## config.mk

```make
export PLATFORM = sky130hd
export DESIGN_NAME = pst_sync_ctrl
export DESIGN_NICKNAME = d
export VERILOG_FILES = /design/src/pst_pkg_dummy_guard.sv /design/src/pst_pkg.sv /design/src/pst_edge_detect.sv /design/src/pst_sync_ctrl.sv
export SDC_FILE = /design/constraint.sdc
export NUM_CORES = 1
export LEC_CHECK = 0
export ABC_AREA = 1
export BUFFER_PORTS_ARGS = -buffer_cell sky130_fd_sc_hd__buf_2
export CAP_MARGIN = 20
export CELL_PAD_IN_SITES_DETAIL_PLACEMENT = 1
export CELL_PAD_IN_SITES_GLOBAL_PLACEMENT = 1
export CORE_AREA = 2 2 277 211
export CTS_BUF_LIST = sky130_fd_sc_hd__clkbuf_16
export CTS_CLUSTER_SIZE = 14
export DETAILED_ROUTE_END_ITERATION = 8
export DIE_AREA = 0 0 279 213
export PLACE_DENSITY = 0.69
export SLEW_MARGIN = 30
export SYNTH_ARGS = -nofsm -noshare
export SYNTH_HDL_FRONTEND = slang
export SYNTH_HIERARCHICAL = 1
export SYNTH_SLANG_ARGS = --single-unit
```

## constraint.sdc

```tcl
create_clock -name clk -period 4.2 [get_ports clk]
set_input_delay 0.42 -clock clk [delete_from_list [all_inputs] [get_ports clk]]
set_output_delay 0.42 -clock clk [all_outputs]
set_load 0.02 [all_outputs]
```

## src/pst_pkg_dummy_guard.sv

```systemverilog
// Empty companion kept out
`default_nettype none
`default_nettype wire

```

## src/pst_pkg.sv

```systemverilog
// Constants, register map and field layout of the PWM sync trigger control
package pst_pkg;

  localparam int ADDR_W = 8;
  localparam int DATA_W = 32;
  localparam int NUM_CH = 8;
  localparam int VAL_W = 16;
  localparam int NUM_TRIG = 3;

  // Register offsets
  localparam logic [ADDR_W-1:0] OFS_SYNC = 8'h00;
  localparam logic [ADDR_W-1:0] OFS_SETUP = 8'h04;
  localparam logic [ADDR_W-1:0] OFS_GATE_BUF = 8'h08;
  localparam logic [ADDR_W-1:0] OFS_GATE_ACT = 8'h0C;
  localparam logic [ADDR_W-1:0] OFS_PERIOD = 8'h10;
  localparam logic [ADDR_W-1:0] OFS_START = 8'h14;
  localparam logic [ADDR_W-1:0] OFS_CMP_BASE = 8'h20;
  localparam logic [ADDR_W-1:0] OFS_CMP_STEP = 8'h04;

  // Field positions
  localparam int SYNC_LSB = 0;
  localparam int SYNC_W = 8;
  localparam int SETUP_SPLIT_BIT = 0;
  localparam int SETUP_ENH_BIT = 1;

  // Reset values
  localparam logic [VAL_W-1:0] RST_VAL = 16'h0000;
  localparam logic [DATA_W-1:0] RD_ZERO = 32'h0000_0000;

  // Sync register layout, bit 7 down to bit 0
  typedef struct packed {
    logic software_sync_trigger;
    logic hw_trigger_two_enable;
    logic hw_trigger_one_enable;
    logic hw_trigger_zero_enable;
    logic mask_update_select;
    logic counter_reload_on_sync;
    logic top_load_point_enable;
    logic bottom_load_point_enable;
  } pst_sync_cfg_s;

  localparam pst_sync_cfg_s SYNC_RST = 8'h00;

  // Register port request
  typedef struct packed {
    logic wr;
    logic rd;
    logic [ADDR_W-1:0] addr;
    logic [DATA_W-1:0] wdata;
  } pst_bus_req_s;

endpackage : pst_pkg

```

## src/pst_edge_detect.sv

```systemverilog
// Rising edge detector for the hardware trigger inputs
`timescale 1ns/10ps
`default_nettype none
module pst_edge_detect #(
  parameter int WIDTH = pst_pkg::NUM_TRIG
) (
  // Clock and reset
  input wire logic clk,
  input wire logic reset_n,
  // Trigger levels and pulses
  input wire logic [WIDTH-1:0] level,
  output logic [WIDTH-1:0] rise
);

  typedef struct packed {
    logic [WIDTH-1:0] prev;
  } pst_edge_state_s;

  pst_edge_state_s st;
  pst_edge_state_s next_st;

  if (WIDTH < 1) begin : g_width_check
    $error("WIDTH must be at least one");
  end

  always_comb begin
    next_st = st;
    next_st.prev = level;
  end

  always_ff @(posedge clk or negedge reset_n) begin
    if (!reset_n) begin
      st <= '0;
    end else begin
      st <= next_st;
    end
  end

  // Low then high between samples
  assign rise = level & ~st.prev;

endmodule : pst_edge_detect
`default_nettype wire

```

## src/pst_sync_ctrl.sv

```systemverilog
// PWM synchronization trigger and loading point control
`timescale 1ns/10ps
`default_nettype none
module pst_sync_ctrl #(
  parameter int NUM_CH = pst_pkg::NUM_CH,
  parameter int VAL_W = pst_pkg::VAL_W
) (
  // Clock and reset
  input wire logic clk,
  input wire logic reset_n,
  // Register port
  input wire logic [pst_pkg::ADDR_W-1:0] reg_addr,
  input wire logic [pst_pkg::DATA_W-1:0] reg_wdata,
  input wire logic reg_wr,
  input wire logic reg_rd,
  output logic [pst_pkg::DATA_W-1:0] reg_rdata,
  // Hardware trigger inputs
  input wire logic [pst_pkg::NUM_TRIG-1:0] hw_trigger,
  // Counter status and channel enables
  input wire logic counter_at_top,
  input wire logic counter_at_bottom,
  input wire logic [NUM_CH-1:0] channel_enable,
  // Active values
  output logic [VAL_W-1:0] counter_period_limit,
  output logic [VAL_W-1:0] counter_start_value,
  output logic [NUM_CH-1:0][VAL_W-1:0] channel_compare_value,
  output logic [NUM_CH-1:0] channel_output_gate,
  output logic counter_reload
);

  localparam int IDX_W = $clog2(NUM_CH + 1);

  typedef struct packed {
    pst_pkg::pst_sync_cfg_s cfg;
    logic trigger_split_select;
    logic enhanced_sync_select;
    logic sw_pending;
    logic [NUM_CH-1:0] gate_buf;
    logic [NUM_CH-1:0] gate_act;
    logic [VAL_W-1:0] period_buf;
    logic [VAL_W-1:0] period_act;
    logic [VAL_W-1:0] start_buf;
    logic [VAL_W-1:0] start_act;
    logic [NUM_CH-1:0][VAL_W-1:0] cmp_buf;
    logic [NUM_CH-1:0][VAL_W-1:0] cmp_act;
    logic [pst_pkg::DATA_W-1:0] rdata;
    logic reload;
  } pst_ctrl_state_s;

  pst_ctrl_state_s st;
  pst_ctrl_state_s next_st;
  pst_pkg::pst_bus_req_s req;
  logic [pst_pkg::NUM_TRIG-1:0] trig_rise;

  if (NUM_CH < 1 || NUM_CH > 24) begin : g_ch_check
    $error("NUM_CH must lie between 1 and 24");
  end
  if (VAL_W < 1 || VAL_W > pst_pkg::DATA_W) begin : g_val_check
    $error("VAL_W must lie between 1 and DATA_W");
  end

  ////////////////////////////////////////////////////////////////////////////
  // Compare address decode
  function automatic logic [IDX_W-1:0] cmp_index(input logic [pst_pkg::ADDR_W-1:0] a);
    logic [IDX_W-1:0] idx;
    idx = IDX_W'(NUM_CH);
    for (int i = 0; i < NUM_CH; i++) begin
      if (a == pst_pkg::ADDR_W'(pst_pkg::OFS_CMP_BASE + i * pst_pkg::OFS_CMP_STEP)) begin
        idx = IDX_W'(i);
      end
    end
    return idx;
  endfunction : cmp_index

  ////////////////////////////////////////////////////////////////////////////
  // Trigger edges
  pst_edge_detect #(
    .WIDTH(pst_pkg::NUM_TRIG)
  ) u_edge (
    .clk(clk),
    .reset_n(reset_n),
    .level(hw_trigger),
    .rise(trig_rise)
  );

  assign req = {reg_wr, reg_rd, reg_addr, reg_wdata};

  ////////////////////////////////////////////////////////////////////////////
  // Next state
  always_comb begin
    logic hw_evt;
    logic load_pt;
    logic any_load_en;
    logic sw_evt;
    logic split;
    logic upd_values;
    logic upd_gate;
    logic [IDX_W-1:0] widx;
    logic [IDX_W-1:0] ridx;
    hw_evt = 1'b0;
    load_pt = 1'b0;
    any_load_en = 1'b0;
    sw_evt = 1'b0;
    split = 1'b0;
    upd_values = 1'b0;
    upd_gate = 1'b0;
    widx = cmp_index(req.addr);
    ridx = cmp_index(req.addr);
    next_st = st;

    // Hardware trigger selection
    hw_evt = (trig_rise[2] & st.cfg.hw_trigger_two_enable)
           | (trig_rise[1] & st.cfg.hw_trigger_one_enable)
           | (trig_rise[0] & st.cfg.hw_trigger_zero_enable);

    // Loading points
    load_pt = (st.cfg.top_load_point_enable & counter_at_top)
            | (st.cfg.bottom_load_point_enable & counter_at_bottom);
    any_load_en = st.cfg.top_load_point_enable | st.cfg.bottom_load_point_enable;

    // Software trigger waits for a loading point when one is enabled
    sw_evt = st.sw_pending & (load_pt | ~any_load_en);

    // Split applies only in basic mode
    split = st.trigger_split_select & ~st.enhanced_sync_select;
    upd_values = sw_evt | (hw_evt & ~split);
    upd_gate = hw_evt | (sw_evt & ~split);

    // Synchronized transfer in one cycle; compare values move only for enabled channels
    if (upd_values) begin
      next_st.period_act = st.period_buf;
      next_st.start_act = st.start_buf;
      for (int i = 0; i < NUM_CH; i++) begin
        if (channel_enable[i]) begin
          next_st.cmp_act[i] = st.cmp_buf[i];
        end
      end
    end
    if (!st.cfg.mask_update_select || upd_gate) begin
      next_st.gate_act = st.gate_buf;
    end
    next_st.reload = upd_gate & st.cfg.counter_reload_on_sync & ~st.enhanced_sync_select;
    if (sw_evt) begin
      next_st.sw_pending = 1'b0;
    end

    // Register writes
    if (req.wr) begin
      unique case (req.addr)
        pst_pkg::OFS_SYNC: begin
          next_st.cfg = req.wdata[pst_pkg::SYNC_LSB +: pst_pkg::SYNC_W];
          next_st.cfg.software_sync_trigger = 1'b0;
          if (req.wdata[pst_pkg::SYNC_LSB + pst_pkg::SYNC_W - 1]) begin
            next_st.sw_pending = 1'b1;
          end
        end
        pst_pkg::OFS_SETUP: begin
          next_st.trigger_split_select = req.wdata[pst_pkg::SETUP_SPLIT_BIT];
          next_st.enhanced_sync_select = req.wdata[pst_pkg::SETUP_ENH_BIT];
        end
        pst_pkg::OFS_GATE_BUF: begin
          next_st.gate_buf = req.wdata[NUM_CH-1:0];
        end
        pst_pkg::OFS_PERIOD: begin
          next_st.period_buf = req.wdata[VAL_W-1:0];
        end
        pst_pkg::OFS_START: begin
          next_st.start_buf = req.wdata[VAL_W-1:0];
        end
        default: begin
          if (widx < IDX_W'(NUM_CH)) begin
            next_st.cmp_buf[widx] = req.wdata[VAL_W-1:0];
          end
        end
      endcase
    end

    // Register reads, data stand one cycle
    next_st.rdata = pst_pkg::RD_ZERO;
    if (req.rd) begin
      unique case (req.addr)
        pst_pkg::OFS_SYNC: begin
          next_st.rdata[pst_pkg::SYNC_LSB +: pst_pkg::SYNC_W] = {st.sw_pending, st.cfg[6:0]};
        end
        pst_pkg::OFS_SETUP: begin
          next_st.rdata[pst_pkg::SETUP_SPLIT_BIT] = st.trigger_split_select;
          next_st.rdata[pst_pkg::SETUP_ENH_BIT] = st.enhanced_sync_select;
        end
        pst_pkg::OFS_GATE_BUF: begin
          next_st.rdata[NUM_CH-1:0] = st.gate_buf;
        end
        pst_pkg::OFS_GATE_ACT: begin
          next_st.rdata[NUM_CH-1:0] = st.gate_act;
        end
        pst_pkg::OFS_PERIOD: begin
          next_st.rdata[VAL_W-1:0] = st.period_buf;
        end
        pst_pkg::OFS_START: begin
          next_st.rdata[VAL_W-1:0] = st.start_buf;
        end
        default: begin
          if (ridx < IDX_W'(NUM_CH)) begin
            next_st.rdata[VAL_W-1:0] = st.cmp_buf[ridx];
          end
        end
      endcase
    end
  end

  ////////////////////////////////////////////////////////////////////////////
  // State register
  always_ff @(posedge clk or negedge reset_n) begin
    if (!reset_n) begin
      st <= '0;
      st.cfg <= pst_pkg::SYNC_RST;
      st.period_buf <= pst_pkg::RST_VAL;
      st.period_act <= pst_pkg::RST_VAL;
      st.start_buf <= pst_pkg::RST_VAL;
      st.start_act <= pst_pkg::RST_VAL;
    end else begin
      st <= next_st;
    end
  end

  ////////////////////////////////////////////////////////////////////////////
  // Outputs
  assign reg_rdata = st.rdata;
  assign counter_period_limit = st.period_act;
  assign counter_start_value = st.start_act;
  assign channel_compare_value = st.cmp_act;
  assign channel_output_gate = st.gate_act;
  assign counter_reload = st.reload;

endmodule : pst_sync_ctrl
`default_nettype wire

```

==> summary.txt <==
Power and ir drop
  – Static Leakage: about 9 nW
  – Pwr per Cell Area: roughly 420 nW/um^2
  – Worst IR drop on VDD: roughly 0.00024 V

STA
  – Number of failing hold endpoints at the final stage: 0
  – Time the worst path needs with I/O delays and setup: around 2.8 ns
  – Total Negative Setup Slacks: 0 ns
  – Final period utilization: 66.2%
  – Max Clock Skew: 0.0179 ns
  – Max-slew headroom at the worst pin: a little under two fifths
  – RSZ-0062 raised after global routing: false
  – Number of setup violations in the final report: 0
  – Worst Tran Pin Value: between 0.9 and 1 ns
  – Highest Clock Rate: 0.360 GHz
  – Post-route setup slack: 1.42 ns
  – Final number of max-transition violations: 0

Floorplan
  – Die Height: between 200 and 250 um
  – Placeable core area: 56,800 um^2
  – Initial standard-cell utilization of the core: 29.7%
  – Placement Rows: 76
  – Width of the chip: 279 um
  – Top-level I/O count: 258
  – Die Area: 59,400 um^2

Global route
  – Remaining global-route overflow: 0
  – Pin count of the biggest net entering global routing: 114
  – All-Layer GR Usage: between 15 and 20%
  – Via count of the first global-routing pass: between 10,000 and 15,000
  – Wire length of the first global-routing pass: slightly above 80,000 um
  – Antenna violations before repair: 12

Worst setup path
  – Worst path cell trace: dlygate4sd3_1 > buf_2 > inv_1 > nor2_2 > a22o_1 > a21oi_1 > o21ai_4 > nand2_1 > o21ai_0
  – Type of element capturing the critical path: flip-flop
  – Crit-path max FO: 32
  – Critical path's slowest cell: nand2_1
  – Type of the setup path with the least slack: input port to flip-flop
  – Worst path arrival time: roughly 3.2 ns
  – Worst flop-to-flop path endpoint: channel_compare_value[120]$_DFFE_PN0P_
  – Depth of the worst register-to-register path: 6
  – Largest stage delay on the critical path: 0.76 ns
  – Required time at the worst-slack endpoint: around 4.7 ns
  – Worst setup slack for register-to-register paths: about 1.6 ns
  – Reg2Reg Launch Point: u_edge/st[2]$_DFF_PN0_
  – Startpoint Class: input port

Synth
  – Number of instances in the synthesized netlist: ~1,900
  – Total of flip-flops plus latches after synthesis: 366
  – Average instance area after synthesis: between 8 and 9 um^2
  – Number of enable flip-flop cells after synthesis: 0
  – Seq/Total Area, Yosys: between 50 and 60%
  – Most area-hungry cell type in the Yosys netlist: dfrtp_1
  – Most common cell in the netlist: nand2_1
  – Total of warnings raised by yosys: 6
  – Area of the mapped netlist: about 17,000 um^2
  – Top cell type's share of synthesized area: ~54%
  – Leading register cell type out of synthesis: dfrtp_1
  – Cell types with the highest counts after synthesis: 542 x nand2_1, 366 x dfrtp_1, 240 x o21ai_0
  – Count of distinct cell types in the synthesized netlist: 30
  – Fraction of registers with async set or reset after synthesis: 100%
  – Top area cells in the synthesized netlist: dfrtp_1 54%, nand2_1 12%, buf_4 9.3%

Place
  – Buffers added on ports: ~230
  – Final weighted congestion in routability-driven placement: around 0.84
  – Post-Place Setup Slack: approximately 1.1 ns
  – Final HPWL from detailed placement: 39,600 um

Clock network
  – Root buffer selected by CTS: clkbuf_16
  – Clock insertion delay at the later pin of the skew report: about 0.56 ns
  – Clock tree from TritonCTS: built
  – Clock buffers created by TritonCTS: between 40 and 50
  – H-tree Lvls: 2
  – Buffer count from post-CTS setup fixing: 0
  – Clk buf depth: 3
  – Clock edge transition at the registers on the reported setup and hold paths: 0.06 ns
  – # clock sinks: 366

Finish
  – NumNets Final: around 2,000
  – Proportion of layout cells with a drive suffix above 1: between 10% and 20%
  – Area of the multi-input gates: about 5200 um^2
  – Final core utilization: roughly a third
  – Number of inserted filler cells in the final layout: between 6,000 and 7,000
  – P&R area growth vs syn: 10.5%
  – FF+latch area: 9160 um^2

Min path
  – Tightest Hold Check Type: input port to flip-flop
  – Hold depth: 4
  – Min-Delay Startpoint: counter_at_bottom
  – Hold-critical path endpoint: st[369]$_DFF_PN0_

Detailed routing
  – Antenna Nets Post-Route: 0
  – Wire length per cell after detailed routing: a little over 20 um
  – Via count: 12,711
  – Total DRC errors in the routed layout: 0
  – Number of violations reported at the end of detailed-routing iteration 0: 1,110
  – Final routed wirelength across all metal layers: between 50,000 and 60,000 um
  – Ratio of routed vias to standard cells: 4.68
  – Detailed Routing Iterations Pass 1: 5

Flow run
  – Reported max-cap violation count: 0

Outcome
  – Status: complete, no violations
[worst max path at each step]
stage | to | depth (start not counted) | startpoint | slack, ns
after floorplan | st[280]$_DFFE_PN0P_ | 10 | reg_addr[3] | 2.30
after global placement | st[194]$_DFFE_PN0P_ | 10 | reg_addr[6] | 1.25
after detailed placement | st[219]$_DFFE_PN0P_ | 9 | reg_addr[1] | 1.14
after CTS | channel_compare_value[123]$_DFFE_PN0P_ | 9 | hw_trigger[2] | 1.37
after global routing | channel_compare_value[120]$_DFFE_PN0P_ | 9 | hw_trigger[2] | 1.19
final | channel_compare_value[120]$_DFFE_PN0P_ | 9 | hw_trigger[2] | 1.42
[through the flow]
| step | area, um^2 | total power, mW | instances | hold slack, ns |
|---|---|---|---|---|
| 2_1_floorplan | 16900 | 4.10 | 1948 | 0.124 |
| 3_3_place_gp | 17300 | 4.31 | 2636 | 0.463 |
| 3_5_place_dp | 17300 | 4.33 | 2636 | 0.469 |
| 4_1_cts | 18600 | 7.94 | 2714 | 0.227 |
| 5_1_grt | 18700 | 8.14 | 2716 | 0.264 |
| 6_report | 18700 | 7.83 | 2717 | 0.249 |
[registers in the layout, indices dropped and copies added (netlist names)]
register	count
channel_compare_value	128
st	178
channel_output_gate	8
counter_start_value	16
counter_period_limit	16
counter_reload	1
u_edge/st	3
reg_rdata	16
[cell families after synthesis]
kind of cell / after synthesis / share of synthesized area (%)
flip-flops: 366 / 54.2
AO/OA/AOI/OAI: 370 / 11.3
multiplexers: 32 / 2.13
AND/OR/NAND/NOR: 674 / 16.6
buffers and inverters: 490 / 15.7
other: 1 / 0.0222
[area by class of cell]
| class | instances | share of cell area [%] |
|---|---|---|
| diodes | 2 | 0.0268 |
| clock buffers | 43 | 5.77 |
| clock inverters | 31 | 1.29 |
| inverters | 194 | 3.90 |
| multi-input cells | 1092 | 27.7 |
| flip-flops and latches | 366 | 49.1 |
| well taps | 741 | 4.97 |
| repair buffers | 248 | 7.31 |
[routing by layer]
metal / up-vias / track usage [%] / wire [um]
li1: 5957 / - / -
met1: 6293 / 25.2 / 24300
met2: 368 / 29.5 / 25300
met3: 85 / 4.27 / 4300
met4: 8 / 5.67 / 1430
met5: - / 0 / 51
[layout by cell type (no fill, tap or decap), types with 4 or more instances in the layout]
| master | netlist | layout |
|---|---|---|
| mux2_2 | 32 | 32 |
| o21ai_0 | 240 | 239 |
| o21ai_1 | 87 | 87 |
| inv_2 | 5 | 5 |
| buf_2 | 15 | 224 |
| buf_4 | 209 | 16 |
| nand3b_1 | 16 | 16 |
| nand2_1 | 542 | 537 |
| bufinv_16 | 0 | 4 |
| conb_1 | 1 | 16 |
| dfrtp_1 | 366 | 366 |
| dlygate4sd3_1 | 0 | 4 |
| a21oi_1 | 30 | 30 |
| inv_1 | 186 | 194 |
| nand4_1 | 38 | 38 |
| clkinv_1 | 3 | 12 |
| nand2_2 | 1 | 6 |
| nand3_1 | 43 | 43 |
| nor2_1 | 23 | 21 |
| a22o_1 | 9 | 9 |
| clkinv_2 | 0 | 8 |
| clkbuf_16 | 0 | 43 |
| nor2_2 | 5 | 7 |
[power breakdown]
part	total [mW]	switching [mW]	internal [mW]
registers	3.70	0.0697	3.63
logic	0.569	0.416	0.153
clock network	3.57	1.47	2.09
[worst max-delay path: cells and delay by family]
kind / cells / cell delay (ns)
simple gates: 2 / 0.85
buf+inv: 3 / 0.68
compound gates: 4 / 1.26
[timing repair]
| action | in CTS | in global routing |
|---|---|---|
| hold buffers | 4 | 0 |
| endpoints found under the setup margin | 0 | 0 |
| hold endpoints to repair | 42 | 0 |
| resized for setup | 0 | 0 |
Note: power is estimated with default switching activity, not from simulation.
